--- config.mk ---
export PLATFORM = sky130hd
export DESIGN_NAME = adc_conversion_sequencer
export DESIGN_NICKNAME = d
export VERILOG_FILES = /design/src/hdl/adc_seq_pkg.sv /design/src/hdl/adc_prescaler.sv /design/src/hdl/adc_trigger_edge.sv /design/src/hdl/adc_conversion_sequencer.sv
export SDC_FILE = /design/constraint.sdc
export NUM_CORES = 1
export LEC_CHECK = 0
export BUFFER_PORTS_ARGS = -buffer_cell sky130_fd_sc_hd__buf_4
export CAP_MARGIN = 20
export CORE_UTILIZATION = 59
export DETAILED_ROUTE_END_ITERATION = 16
export GPL_TIMING_DRIVEN = 0
export PLACE_DENSITY = 0.86
export SETUP_SLACK_MARGIN = 0.02
export SKIP_CTS_REPAIR_TIMING = 1
export SLEW_MARGIN = 20
export SYNTH_ARGS = -nofsm -noshare
export SYNTH_HDL_FRONTEND = slang
export SYNTH_SLANG_ARGS = --single-unit
--- constraint.sdc ---
create_clock -name clk -period 5.95 [get_ports clk]
set_clock_uncertainty 0.2 [all_clocks]
set_input_delay 0.595 -clock clk [delete_from_list [all_inputs] [get_ports clk]]
set_output_delay 0.595 -clock clk [all_outputs]
set_load 0.01 [all_outputs]
--- src/hdl/adc_seq_pkg.sv ---
package adc_seq_pkg;

    localparam int CHAN_W      = 5;
    localparam int REF_W       = 2;
    localparam int RES_W       = 10;
    localparam int SRC_W       = 3;
    localparam int SRC_COUNT   = 8;
    localparam int CNT_W       = 5;
    localparam int PRE_SEL_W   = 3;
    localparam int PRE_CNT_W   = 8;
    localparam int SYNC_CYCLES = 3;

    // Converter clock cycle counts
    localparam logic [CNT_W-1:0] NORMAL_CYCLES   = 5'h0D;
    localparam logic [CNT_W-1:0] FIRST_CYCLES    = 5'h19;
    localparam logic [CNT_W-1:0] SH_NORMAL_WHOLE = 5'h03;
    localparam logic [CNT_W-1:0] SH_FIRST_WHOLE  = 5'h0D;
    localparam logic [CNT_W-1:0] SH_AUTO_CYCLES  = 5'h02;
    localparam logic [CNT_W-1:0] CNT_ONE         = 5'h01;

    // Trigger source code that selects free running
    localparam logic [SRC_W-1:0] SRC_DONE_FLAG = 3'h0;

    typedef enum logic [1:0] {
        ST_IDLE    = 2'b00,
        ST_ARMED   = 2'b01,
        ST_CONVERT = 2'b10
    } seq_state_e;

    typedef struct packed {
        logic [CHAN_W-1:0] channel;
        logic [REF_W-1:0]  reference;
    } selection_s;

    typedef struct packed {
        seq_state_e       state;
        logic [CNT_W-1:0] cycleCount;
        logic             firstConv;
        logic             autoStart;
        logic             startBit;
        logic             doneFlag;
        logic [RES_W-1:0] result;
        selection_s       liveSel;
        logic             sampleHold;
        logic             wake;
        logic             haltedPrev;
    } seq_regs_s;

    localparam seq_regs_s SEQ_RESET = '{
        state:      ST_IDLE,
        cycleCount: 5'h00,
        firstConv:  1'b1,
        autoStart:  1'b0,
        startBit:   1'b0,
        doneFlag:   1'b0,
        result:     10'h000,
        liveSel:    '{channel: 5'h00, reference: 2'h0},
        sampleHold: 1'b0,
        wake:       1'b0,
        haltedPrev: 1'b0
    };

    typedef struct packed {
        logic                   prevLevel;
        logic [SYNC_CYCLES-1:0] pipe;
    } trig_regs_s;

endpackage

--- src/hdl/adc_prescaler.sv ---
module adc_prescaler #(
    parameter int SEL_W = adc_seq_pkg::PRE_SEL_W,
    parameter int CNT_W = adc_seq_pkg::PRE_CNT_W
) (
    input  wire logic             clk,
    input  wire logic             rst,
    input  wire logic             clkEn,
    input  wire logic             enable,
    input  wire logic             restart,
    input  wire logic [SEL_W-1:0] sel,
    output logic                  riseTick,
    output logic                  fallTick
);

    if (CNT_W < (1 << SEL_W)) begin : g_check
        $error("Prescaler counter too narrow for the largest ratio");
    end

    logic [CNT_W-1:0] count_reg;
    logic [CNT_W-1:0] count_next;
    logic [CNT_W:0]   divisor;

    // Division ratio is two to the power sel plus one
    function automatic logic [CNT_W:0] ratio(input logic [SEL_W-1:0] s);
        ratio = (CNT_W+1)'(2) << s;
    endfunction

    always_comb begin
        divisor  = ratio(sel);
        riseTick = enable && !restart && (count_reg == CNT_W'(divisor - 1'b1));
        fallTick = enable && !restart && (count_reg == CNT_W'((divisor >> 1) - 1'b1));
        if (!enable || restart || riseTick) begin
            count_next = '0;
        end else begin
            count_next = CNT_W'(count_reg + 1'b1);
        end
    end

    always_ff @(posedge clk or posedge rst) begin
        if (rst) begin
            count_reg <= '0;
        end else if (clkEn) begin
            count_reg <= count_next;
        end
    end

endmodule // adc_prescaler

--- src/hdl/adc_trigger_edge.sv ---
module adc_trigger_edge #(
    parameter int SRC_COUNT = adc_seq_pkg::SRC_COUNT
) (
    input  wire logic                          clk,
    input  wire logic                          rst,
    input  wire logic                          clkEn,
    input  wire logic                          armed,
    input  wire logic [SRC_COUNT-1:0]          sources,
    input  wire logic [adc_seq_pkg::SRC_W-1:0] sel,
    output logic                               trigPulse
);

    if (SRC_COUNT > (1 << adc_seq_pkg::SRC_W) || SRC_COUNT < 2) begin : g_check
        $error("Trigger source count does not fit the select width");
    end

    adc_seq_pkg::trig_regs_s state_reg;
    adc_seq_pkg::trig_regs_s state_next;
    logic                    level;
    logic                    edgeSeen;

    always_comb begin
        level      = (32'(sel) < SRC_COUNT) ? sources[sel] : 1'b0;
        // Only a fresh rising edge counts; a level held high is ignored
        edgeSeen   = armed && (sel != adc_seq_pkg::SRC_DONE_FLAG)
                     && level && !state_reg.prevLevel;
        state_next.prevLevel = level;
        // Synchroniser delay of the trigger path
        state_next.pipe = {state_reg.pipe[adc_seq_pkg::SYNC_CYCLES-2:0], edgeSeen};
        trigPulse  = state_reg.pipe[adc_seq_pkg::SYNC_CYCLES-1];
    end

    always_ff @(posedge clk or posedge rst) begin
        if (rst) begin
            state_reg <= '0;
        end else if (clkEn) begin
            state_reg <= state_next;
        end
    end

endmodule // adc_trigger_edge

--- src/hdl/adc_conversion_sequencer.sv ---
// Summary of operation
// - Start bit write runs one conversion, self-clears unless free running
// - Channel change waits for current conversion end
// - Selected trigger edge resets prescaler, starts conversion
// - Edges ignored while busy; held level never retriggers
// - Software clears source flag before next trigger
// - Done-flag source restarts after each completion
// - Amplified channels clear start bit, no free run
// - Start write works in auto mode; bit reads busy
// - Prescaler runs while enabled, held reset otherwise
// - Start write begins at next converter clock edge
// - Conversion lasts 13 cycles, first one 25
// - Sample-hold at 3.5 or 13.5 cycles
// - Completion stores result, sets done, clears start unless free running
// - Triggered sample-hold two cycles after edge, plus sync
// - Free running restarts at once, start bit high
// - Selection buffered, frozen during conversion until last cycle
// - Free-run channel change hits the conversion after next
// - Sleep entry starts conversion, completion wakes core
module adc_conversion_sequencer #(
    parameter int SRC_COUNT = adc_seq_pkg::SRC_COUNT
) (
    input  wire logic                               clk,
    input  wire logic                               rst,
    input  wire logic                               clkEn,
    input  wire logic                               converterEnable,
    input  wire logic                               startWrite,
    input  wire logic                               autoTriggerEnable,
    input  wire logic [adc_seq_pkg::SRC_W-1:0]      triggerSourceSelect,
    input  wire logic [SRC_COUNT-1:0]               triggerSources,
    input  wire logic                               doneFlagClear,
    input  wire logic [adc_seq_pkg::PRE_SEL_W-1:0]  clockPrescaleSelect,
    input  wire logic [adc_seq_pkg::CHAN_W-1:0]     channelSelectBits,
    input  wire logic [adc_seq_pkg::REF_W-1:0]      referenceSelectBits,
    input  wire logic                               amplifiedChannel,
    input  wire logic                               cpuHalted,
    input  wire logic [adc_seq_pkg::RES_W-1:0]      sarResult,
    output logic                                    conversionStartBit,
    output logic                                    conversionDoneFlag,
    output logic [adc_seq_pkg::RES_W-1:0]           resultData,
    output logic [adc_seq_pkg::CHAN_W-1:0]          liveChannel,
    output logic [adc_seq_pkg::REF_W-1:0]           liveReference,
    output logic                                    sampleHold,
    output logic                                    wakeRequest
);

    adc_seq_pkg::seq_regs_s state_reg;
    adc_seq_pkg::seq_regs_s state_next;

    logic                          riseTick;
    logic                          fallTick;
    logic                          trigPulse;
    logic                          trigAccept;
    logic                          freeRun;
    logic                          sleepStart;
    logic                          lastCycle;
    logic                          shHit;
    logic                          complete;
    logic [adc_seq_pkg::CNT_W-1:0] convLen;

    adc_prescaler u_prescaler (
        .clk      (clk),
        .rst      (rst),
        .clkEn    (clkEn),
        .enable   (converterEnable),
        .restart  (trigAccept),
        .sel      (clockPrescaleSelect),
        .riseTick (riseTick),
        .fallTick (fallTick)
    );

    adc_trigger_edge #(
        .SRC_COUNT (SRC_COUNT)
    ) u_trigger (
        .clk       (clk),
        .rst       (rst),
        .clkEn     (clkEn),
        .armed     (autoTriggerEnable && converterEnable),
        .sources   (triggerSources),
        .sel       (triggerSourceSelect),
        .trigPulse (trigPulse)
    );

    always_comb begin
        state_next = state_reg;
        state_next.sampleHold = 1'b0;
        state_next.haltedPrev = cpuHalted;
        complete   = 1'b0;
        convLen    = state_reg.firstConv ? adc_seq_pkg::FIRST_CYCLES
                                         : adc_seq_pkg::NORMAL_CYCLES;
        lastCycle  = (state_reg.state == adc_seq_pkg::ST_CONVERT)
                     && (state_reg.cycleCount == convLen - adc_seq_pkg::CNT_ONE);
        freeRun    = autoTriggerEnable && !amplifiedChannel
                     && (triggerSourceSelect == adc_seq_pkg::SRC_DONE_FLAG);
        sleepStart = cpuHalted && !state_reg.haltedPrev && !autoTriggerEnable;
        trigAccept = converterEnable && trigPulse
                     && (state_reg.state != adc_seq_pkg::ST_CONVERT);
        if (state_reg.autoStart) begin
            shHit = riseTick && (state_reg.cycleCount
                                 == adc_seq_pkg::SH_AUTO_CYCLES - adc_seq_pkg::CNT_ONE);
        end else if (state_reg.firstConv) begin
            shHit = fallTick && (state_reg.cycleCount == adc_seq_pkg::SH_FIRST_WHOLE);
        end else begin
            shHit = fallTick && (state_reg.cycleCount == adc_seq_pkg::SH_NORMAL_WHOLE);
        end
        if (!cpuHalted) begin
            state_next.wake = 1'b0;
        end
        if (!converterEnable) begin
            state_next.state      = adc_seq_pkg::ST_IDLE;
            state_next.startBit   = 1'b0;
            state_next.firstConv  = 1'b1;
            state_next.autoStart  = 1'b0;
            state_next.cycleCount = '0;
        end else begin
            case (state_reg.state)
                adc_seq_pkg::ST_IDLE, adc_seq_pkg::ST_ARMED: begin
                    if (trigAccept) begin
                        state_next.state      = adc_seq_pkg::ST_CONVERT;
                        state_next.autoStart  = 1'b1;
                        state_next.startBit   = 1'b1;
                        state_next.cycleCount = '0;
                    end else if (state_reg.state == adc_seq_pkg::ST_ARMED) begin
                        if (riseTick) begin
                            state_next.state      = adc_seq_pkg::ST_CONVERT;
                            state_next.autoStart  = 1'b0;
                            state_next.cycleCount = '0;
                        end
                    end else if (startWrite || sleepStart) begin
                        state_next.state    = adc_seq_pkg::ST_ARMED;
                        state_next.startBit = 1'b1;
                    end
                end
                adc_seq_pkg::ST_CONVERT: begin
                    if (shHit) begin
                        state_next.sampleHold = 1'b1;
                    end
                    if (riseTick && lastCycle) begin
                        complete              = 1'b1;
                        state_next.result     = sarResult;
                        state_next.firstConv  = 1'b0;
                        state_next.autoStart  = 1'b0;
                        state_next.cycleCount = '0;
                        if (cpuHalted) begin
                            state_next.wake = 1'b1;
                        end
                        if (!freeRun) begin
                            state_next.state    = adc_seq_pkg::ST_IDLE;
                            state_next.startBit = 1'b0;
                        end
                    end else if (riseTick) begin
                        state_next.cycleCount =
                            adc_seq_pkg::CNT_W'(state_reg.cycleCount + 1'b1);
                    end
                end
                default: begin
                    state_next.state = adc_seq_pkg::ST_IDLE;
                end
            endcase
        end
        // Set wins over a simultaneous software clear
        state_next.doneFlag = (state_reg.doneFlag && !doneFlagClear) || complete;
        // Live selection follows the buffer except during a conversion before its last cycle
        if (state_reg.state != adc_seq_pkg::ST_CONVERT || lastCycle) begin
            state_next.liveSel = '{channel: channelSelectBits,
                                   reference: referenceSelectBits};
        end
    end

    always_ff @(posedge clk or posedge rst) begin
        if (rst) begin
            state_reg <= adc_seq_pkg::SEQ_RESET;
        end else if (clkEn) begin
            state_reg <= state_next;
        end
    end

    assign conversionStartBit = state_reg.startBit;
    assign conversionDoneFlag = state_reg.doneFlag;
    assign resultData         = state_reg.result;
    assign liveChannel        = state_reg.liveSel.channel;
    assign liveReference      = state_reg.liveSel.reference;
    assign sampleHold         = state_reg.sampleHold;
    assign wakeRequest        = state_reg.wake;
endmodule // adc_conversion_sequencer

==> reports/metrics.cfg, run 1 <==
[global_route]
grt_usage_pct = 26.68
grt_pass1_wl_mm = 10.49
grt_remaining_overflow = 0
antenna_found_initial = 0
grt_max_degree = 25
grt_pass1_vias = 2359

[sta]
setup_viol = 0
drv_slew = 0
rsz0062_at_grt = false
finalWorstSetupSlack_ns = 2.368
finalCriticalPeriod_ns = 3.582
tns_ns = 0
slew_headroom_pct = 54.55
finalCritPeriodShare_pct = 60.20
max_freq_ghz = 0.2792
tightestPinTransition_ns = 0.6772
hold_viol = 0

[pwr]
p_seq_share_pct = 49.2
switchingPower_mw = 0.2000
combPwrFrac_pct = 23.8
p_leak_nw = 1.627
p_int_mw = 0.4775
power_density_nw_per_um2 = 198.0
irDropWorstVdd_uv = 110.4
clockPowerShare_pct = 27.0
switching_share_pct = 29.52

[synthesis]
syn_inst = 290
ys_ff_latch = 43
yosysUniqueCellTypes = 57
synth_top_area_share_pct = 37.63
syn-num-nets = 335
yosys.area.top_type = dfrtp_1
synth.area.top_cells = dfrtp_1 (38%), mux2_2 (5.2%), buf_4 (4.6%)
syn_area_per_cell_um2 = 9.630
synth-edff-count = 0
seq_area_frac_synth_pct = 38.58
yosysMostFrequentCell = dfrtp_1
ys_dominant_reg_cell = dfrtp_1
yosysWarnings = 0
synth-async-reset-ratio_pct = 100.0
synth_common_cells = dfrtp_1 (42), nand2_1 (19), buf_4 (17), inv_1 (17)
syn_area_um2 = 2793

[placed_design]
port_buffers = 60
pre_cts_ws_ns = 2.026
gp_congestion = 0.8681
hpwl_mm = 4.882

[route]
first_pass_iters = 7
drt_iter0_drc = 91
postRouteAntennaNets = 0
routed_wirelength_mm = 6.327
wl_per_cell_um = 15.39
drc = 0
num_vias = 2364
via_per_inst = 5.752

[worst_setup_path]
worstPathRequired_ns = 5.94
setup.worst_path.class = input pin to flop
worstPathArrival_ns = 3.57
max_stage_delay_ns = 0.55
cp_slowest_cell = or4b_1
cp_max_fo = 10
crit_chain = buf_4, buf_2, nor3_2, inv_1, ha_1, buf_2, or4b_1, o211ai_2, xor2_2, nor4_2, nand4_2, buf_6, mux2_4
startpoint_type = input pin
path_common_cell = buf_2
r2r_slack_ns = 3.37
end_kind = flop

[clocking]
cts_tree = done
cts.sinks = 43
cts_inserted_buffers = 5
clock_path_buffers = 2
clk_latency_ns = 0.30
cts_root_buf = clkbuf_8
h-tree-depth = 2
clk_pin_slew_ns = 0.08

[layout]
nNetsFinal = 403
syn_to_final_growth_pct = 22.49
diodes = 0
layout-drive-gt1-share_pct = 34.82
post-route-util_pct = 76.97

[floorplanning]
initial_core_util_pct = 62.84
core_area_um2 = 4444
die_area_um2 = 5013
io_pins = 61
die_x_um = 70.80
rows = 24
die_y_um = 70.80

[min_path]
hp-class = input pin to async pin

[flow_run]
cap_violations = 0

[status]
status = finished, final reports clean

power by group through the flow:
stage | clock [mW] | combinational [mW] | sequential, mW
after CTS | 0.189 | 0.161 | 0.333
after detailed placement | 0 | 0.160 | 0.339
after global routing | 0.199 | 0.175 | 0.337
after floorplan | 0 | 0.104 | 0.332
final | 0.183 | 0.161 | 0.333
after global placement | 0 | 0.152 | 0.336
critical path, delay by kind of cell:
| kind | cells | cell delay [ns] |
|---|---|---|
| mux | 1 | 0.30 |
| compound gates | 1 | 0.12 |
| fa+ha+maj | 1 | 0.20 |
| simple gates | 4 | 1.48 |
| xor+xnor | 1 | 0.11 |
| buf+inv | 5 | 0.77 |
per-layer routing:
layer | vias to the layer above | share of wire (%) | track usage, %
li1 | 1154 | - | -
met1 | 1140 | 42 | 33.55
met2 | 61 | 53 | 47.44
met3 | 9 | 4.3 | 4.274
met4 | 0 | 1.5 | 8.000
met5 | - | 0 | 0
stage by stage:
| stage | instances | instance area, um2 | total power [mW] | hold slack [ns] |
|---|---|---|---|---|
| 5_1_grt | 411 | 3421 | 0.7106 | 0.1359 |
| 3_3_place_gp | 402 | 3308 | 0.4882 | 0.2624 |
| 3_5_place_dp | 403 | 3336 | 0.4990 | 0.2781 |
| 2_1_floorplan | 290 | 2793 | 0.4369 | 0.2492 |
| 4_1_cts | 411 | 3421 | 0.6828 | 0.1174 |
| 6_report | 411 | 3421 | 0.6775 | 0.1105 |
layout by cell type (no fill, tap or decap), types with 3 or more instances in the layout:
cell,count
and2_1,5
dfrtp_1,42
nor4_1,3
nor3_1,10
nand3_1,13
mux2_4,7
nor2_1,12
clkbuf_8,5
buf_4,77
mux2i_1,3
nand2_1,19
nor2b_1,3
buf_2,7
mux2_2,13
o22ai_1,3
a21oi_1,8
o211ai_1,5
o21a_1,3
clkbuf_1,9
nand4_1,3
nand2b_1,7
a31oi_1,8
o21ai_0,13
xnor2_1,10
ha_1,5
inv_1,16
xor2_1,3
cells by family (layout without fill, tap and decap cells):
| logic type | after synthesis | count (layout) | share of synthesized area (%) |
|---|---|---|---|
| and+or+nand+nor | 92 | 92 | 18.37 |
| AOI/OAI and AO/OA | 58 | 58 | 14.20 |
| buffers and inverters | 53 | 122 | 10.26 |
| DFF | 43 | 43 | 38.58 |
| muxes | 25 | 25 | 11.69 |
| xor gates and xnor gates | 14 | 14 | 4.660 |
| adders and majority gates | 5 | 5 | 2.240 |
final timing paths:
check,end,cells past startpoint,start
hold / removal,liveChannel[0],2,rst
max in group asynchronous,u_prescaler.count_reg[1],3,rst
hold reg to reg,conversionDoneFlag,2,conversionDoneFlag
setup reg to reg,resultData[5],8,u_prescaler.count_reg[4]
min in group clk,conversionDoneFlag,2,conversionDoneFlag
setup / recovery,resultData[5],13,clockPrescaleSelect[0]
cell type report:
cell class	count	area, um2
plain buffers	36	222.7
clock buffers	6	72.57
clock inverters	2	12.51
fillers	300	1023
inverters	17	63.81
multi-input cells	194	1429
flip-flops and latches	43	1077
well taps	52	65.06
repair buffers	61	478.0
Power figures use the tool's default switching activity.
==> run 2: changes to the inputs <==
- ABC_AREA: unset -> 1
- CORE_UTILIZATION: 59 -> 55
- PLACE_DENSITY: 0.86 -> 0.81
- clock period: 5.95 -> 3.36 ns (I/O delays scaled with it)
==> reports/metrics.cfg, run 2 <==
[status]
status = finished, final reports clean

[placed_design]
post_dp_cell_area_um2 = 3321
pre_cts_ws_ns = 0.7136
place_inst = 482
port_buffers = 58
gp_congestion = 0.8741
hpwl_mm = 4.546

[layout]
final_cell_mix = nand2_1 (83), buf_4 (76), dfrtp_1 (42)
layout-drive-gt1-share_pct = 31.13
post-route-util_pct = 71.37
nNetsFinal = 468
num-fill-cells = 388
diodes = 0
fin_area_um2 = 3416
syn_to_final_growth_pct = 23.14
instances_no_fill = 491
layout_commonest_cell = nand2_1

[global_route]
grt_remaining_overflow = 0
antenna_found_initial = 0
grt_usage_pct = 22.52
grt_pass1_wl_mm = 9.411
grt_max_degree = 24
grt_pass1_vias = 2300

[route]
postRouteAntennaNets = 0
first_pass_iters = 4
wl_per_cell_um = 11.73
via_per_inst = 5.134
drc = 0
num_vias = 2521
drt_iter0_drc = 125
routed_wirelength_mm = 5.758

[worst_setup_path]
worstPathRequired_ns = 3.34
startpoint_type = input pin
worstRegToRegCells = 8
setup.worst_path.class = input pin to flop
end_kind = flop
worstPathArrival_ns = 2.33
cp_max_fo = 8
r2r_slack_ns = 1.29
reg2reg_from = state_reg[29]
crit_start = clockPrescaleSelect[0]
r2r-end = state_reg[29]
endpoint = state_reg[29]

[synthesis]
ys_dominant_reg_cell = dfrtp_1
yosysWarnings = 0
seq_area_frac_synth_pct = 38.84
syn_inst = 356
yosys.area.top_type = dfrtp_1
syn-num-nets = 401
synth_top_area_share_pct = 37.89
yosysUniqueCellTypes = 39
synth-async-reset-ratio_pct = 100.0
synth-edff-count = 0
syn_area_per_cell_um2 = 7.792
ys_ff_latch = 43
yosysMostFrequentCell = nand2_1
synth.area.top_cells = dfrtp_1 (38%), nand2_1 (11%), inv_1 (5.3%)
syn_area_um2 = 2774
synth_common_cells = nand2_1 (83), dfrtp_1 (42), inv_1 (39)

[sta]
drv_slew = 0
finalCriticalPeriod_ns = 2.342
finalCritPeriodShare_pct = 69.69
rsz0062_at_grt = false
tightestPinTransition_ns = 0.4982
hold_viol = 0
max_freq_ghz = 0.4270
finalWorstSetupSlack_ns = 1.018
setup_viol = 0
slew_headroom_pct = 66.74
tns_ns = 0

[clocking]
cts_inserted_buffers = 5
cts.sinks = 43
clk_latency_ns = 0.29
cts_tree = done
h-tree-depth = 2
clk_pin_slew_ns = 0.08
cts_root_buf = clkbuf_8
clock_path_buffers = 2

[floorplanning]
io_pins = 61
rows = 25
die_y_um = 73.02
core_area_um2 = 4786
die_area_um2 = 5331
die_x_um = 73.02
initial_core_util_pct = 57.96

[pwr]
power_density_nw_per_um2 = 396.2
p_leak_nw = 1.779
irDropWorstVdd_uv = 358.8

[flow_run]
cap_violations = 0

[min_path]
hp-class = input pin to flop

## run 2: cell types whose count changed after synthesis, moves of 7 or more
cell	previous run	this run
o21ai_2	0	10
nand2b_1	7	0
mux2_4	7	0
nand2_1	19	83
nand3_1	13	27
nor2_1	12	38
a31oi_1	8	0
xnor2_1	10	1
inv_1	17	39
## run 2: final cells by class
cell class	count	area [um2]	area share, %
Multi-Input combinational cell	243	1345	39.38
Sequential cell	43	1077	31.54
Timing Repair Buffer	60	473.0	13.85
Inverter	47	181.4	5.311
Buffer	23	170.2	4.982
Tap cell	67	83.83	2.454
Clock buffer	6	72.57	2.125
Clock inverter	2	12.51	0.3663
## run 2: worst max-delay path, stage by stage
cell and delay (ns):
buf_4 0.13, nor2_4 0.15, nand2_1 0.11, ha_1 0.35, nand2_1 0.08, inv_1 0.04, nor2_1 0.10, nand3_1 0.08
nor2_1 0.11, nand2_1 0.10, nor2_4 0.15, nand4_2 0.17, nand2_2 0.18, nand3_1 0.11, nand2_1 0.08, nand2_1 0.05
## run 2: through the flow
step	power (mW)	hold slack (ns)
after floorplan	0.8964	0.1830
after CTS	1.364	-0.1193
after detailed placement	1.044	0.1944
after global placement	1.026	0.2558
after global routing	1.433	0.05669
final	1.353	0.05673
## run 2: worst min path at each step
| stage | depth (start not counted) | slack [ns] | endpoint | start |
|---|---|---|---|---|
| detailed placement | 2 | 0.19 | u_trigger.state_reg[3] | rst |
| floorplan | 1 | 0.18 | state_reg[23] | converterEnable |
| CTS | 2 | -0.12 | state_reg[28] | rst |
| global placement | 2 | 0.26 | u_trigger.state_next[2] | u_trigger.state_next[2] |
| global route | 2 | 0.06 | liveChannel[3] | channelSelectBits[3] |
| finish | 2 | 0.06 | state_reg[23] | converterEnable |
## run 2: cell families (layout without fill, tap and decap cells)
group | count (synthesis) | in the layout | share of synthesized area, %
AND/OR/NAND/NOR | 184 | 184 | 31.08
buffers and inverters | 70 | 138 | 12.67
flip-flops | 43 | 43 | 38.84
AO/OA/AOI/OAI | 37 | 37 | 9.112
XOR/XNOR | 9 | 9 | 2.842
multiplexers | 8 | 8 | 3.203
adder cells (fa/ha/maj) | 5 | 5 | 2.255
## run 2: routing by layer
layer	up-vias	track usage [%]	part of all wire, %
met2	68	39.81	51
li1	1265	-	-
met3	8	4.834	4.2
met1	1180	27.47	43
met5	-	0	0
met4	0	6.536	1.5
## run 2: where the power goes
part           leakage, nW  internal [mW]  switching, mW
clock               0.0412          0.145          0.173
combinational         1.17          0.196          0.221
sequential           0.570          0.572         0.0463
total                 1.78          0.913          0.440
==> run 3: changes to the inputs <==
- CORE_UTILIZATION: 55 -> 49
- PLACE_DENSITY: 0.81 -> 0.76
- clock period: 3.36 -> 1.88 ns (I/O delays scaled with it)
==> reports/metrics.cfg, run 3 (same netlist as run 2, synthesis figures left out) <==
[global_route]
grt_pass1_vias = 2353
grt_max_degree = 32
grt_usage_pct = 20.28
antenna_found_initial = 0
grt_pass1_wl_mm = 9.839
grt_remaining_overflow = 0

[route]
drt_iter0_drc = 113
num_vias = 2655
wl_per_cell_um = 12.86
drc = 0
postRouteAntennaNets = 0
first_pass_iters = 4
via_per_inst = 4.991
routed_wirelength_mm = 6.844

[worst_setup_path]
startpoint_type = flop
worstRegToRegCells = 9
end_kind = flop
endpoint = resultData[1]
crit_start = state_reg[29]
r2r_slack_ns = -0.08
cp_max_fo = 6
worstPathRequired_ns = 1.87
reg2reg_from = state_reg[29]
setup.worst_path.class = flop to flop
r2r-end = resultData[1]
worstPathArrival_ns = 1.95

[sta]
finalWorstSetupSlack_ns = -0.08081
slew_headroom_pct = 72.39
drv_slew = 0
finalCritPeriodShare_pct = 104.3
hold_viol = 1
max_freq_ghz = 0.5100
setup_viol = 18
finalCriticalPeriod_ns = 1.961
tightestPinTransition_ns = 0.4137
finalHoldWorstSlack_ns = -0.09250
rsz0062_at_grt = true

[layout]
post-route-util_pct = 72.66
layout_commonest_cell = buf_4
diodes = 0
layout-drive-gt1-share_pct = 39.57
nNetsFinal = 504
fin_area_um2 = 3976
syn_to_final_growth_pct = 43.35
final_cell_mix = buf_4 (90), nand2_1 (70), dfrtp_1 (37)

[pwr]
power.total_mw = 2.631
irDropWorstVdd_uv = 652.5
p_leak_nw = 1.997
power_density_nw_per_um2 = 661.6

[clocking]
clk_latency_ns = 0.30
cts_inserted_buffers = 5
clk_pin_slew_ns = 0.08
h-tree-depth = 2
cts_root_buf = clkbuf_8
cts.sinks = 43
clock_path_buffers = 2
cts_tree = done

[floorplanning]
die_y_um = 77.24
die_x_um = 77.24
io_pins = 61
rows = 27
die_area_um2 = 5966
initial_core_util_pct = 50.69
core_area_um2 = 5473

[placed_design]
gp_congestion = 0.9000
pre_cts_ws_ns = -0.4652
post_dp_cell_area_um2 = 3386
hpwl_mm = 4.441
port_buffers = 58

[min_path]
hold_path_startpoint = converterEnable
hp-class = input pin to flop
hold-path-cell-count = 2

[status]
status = finished, violations left
violations = negative hold slack, negative setup slack

[flow_run]
cap_violations = 0

run 3: report_power, final:
part           internal (mW)  switching (mW)  total [mW]
Sequential              1.03          0.0904        1.12
Combinational          0.440           0.458       0.899
Clock                  0.301           0.315       0.616
run 3: final cells by class:
class | count | area [um2]
plain buffers | 22 | 187.7
clock buffers | 7 | 86.33
clock inverters | 1 | 8.758
fillers | 395 | 1496
inverters | 47 | 188.9
multi-input cells | 243 | 1506
flip-flops and latches | 43 | 1084
well taps | 72 | 90.09
repair buffers | 97 | 824.5
run 3: through the flow:
stage | std cells | setup TNS [ns]
after floorplan | 356 | -3.656
after global placement | 486 | -18.12
after detailed placement | 487 | -13.65
after CTS | 495 | -4.417
after global routing | 532 | -3.444
final | 532 | -0.6669
run 3: worst min-delay path by stage:
stage                                     to  slack (ns)
final                          state_reg[23]       -0.09
after detailed placement  conversionStartBit       -0.03
after floorplan                state_reg[23]        0.03
after global placement         state_reg[23]        0.20
after global routing           state_reg[23]        -0.1
after CTS                 conversionStartBit       -0.36
run 3: per-layer routing:
metal | track usage, % | vias to the layer above | part of all wire [%]
li1 | - | 1335 | -
met1 | 24.92 | 1246 | 44
met2 | 35.49 | 60 | 51
met3 | 4.762 | 14 | 3.5
met4 | 5.094 | 0 | 1.4
met5 | 0 | - | 0
run 3: critical path, stage by stage, from the launching register on:
cell,delay [ns]
dfrtp_1,0.47
nor2_4,0.19
inv_2,0.07
nor2_2,0.18
inv_1,0.11
nor2_2,0.17
nand3_4,0.15
clkbuf_16,0.20
nand2_4,0.06
o21ai_2,0.05
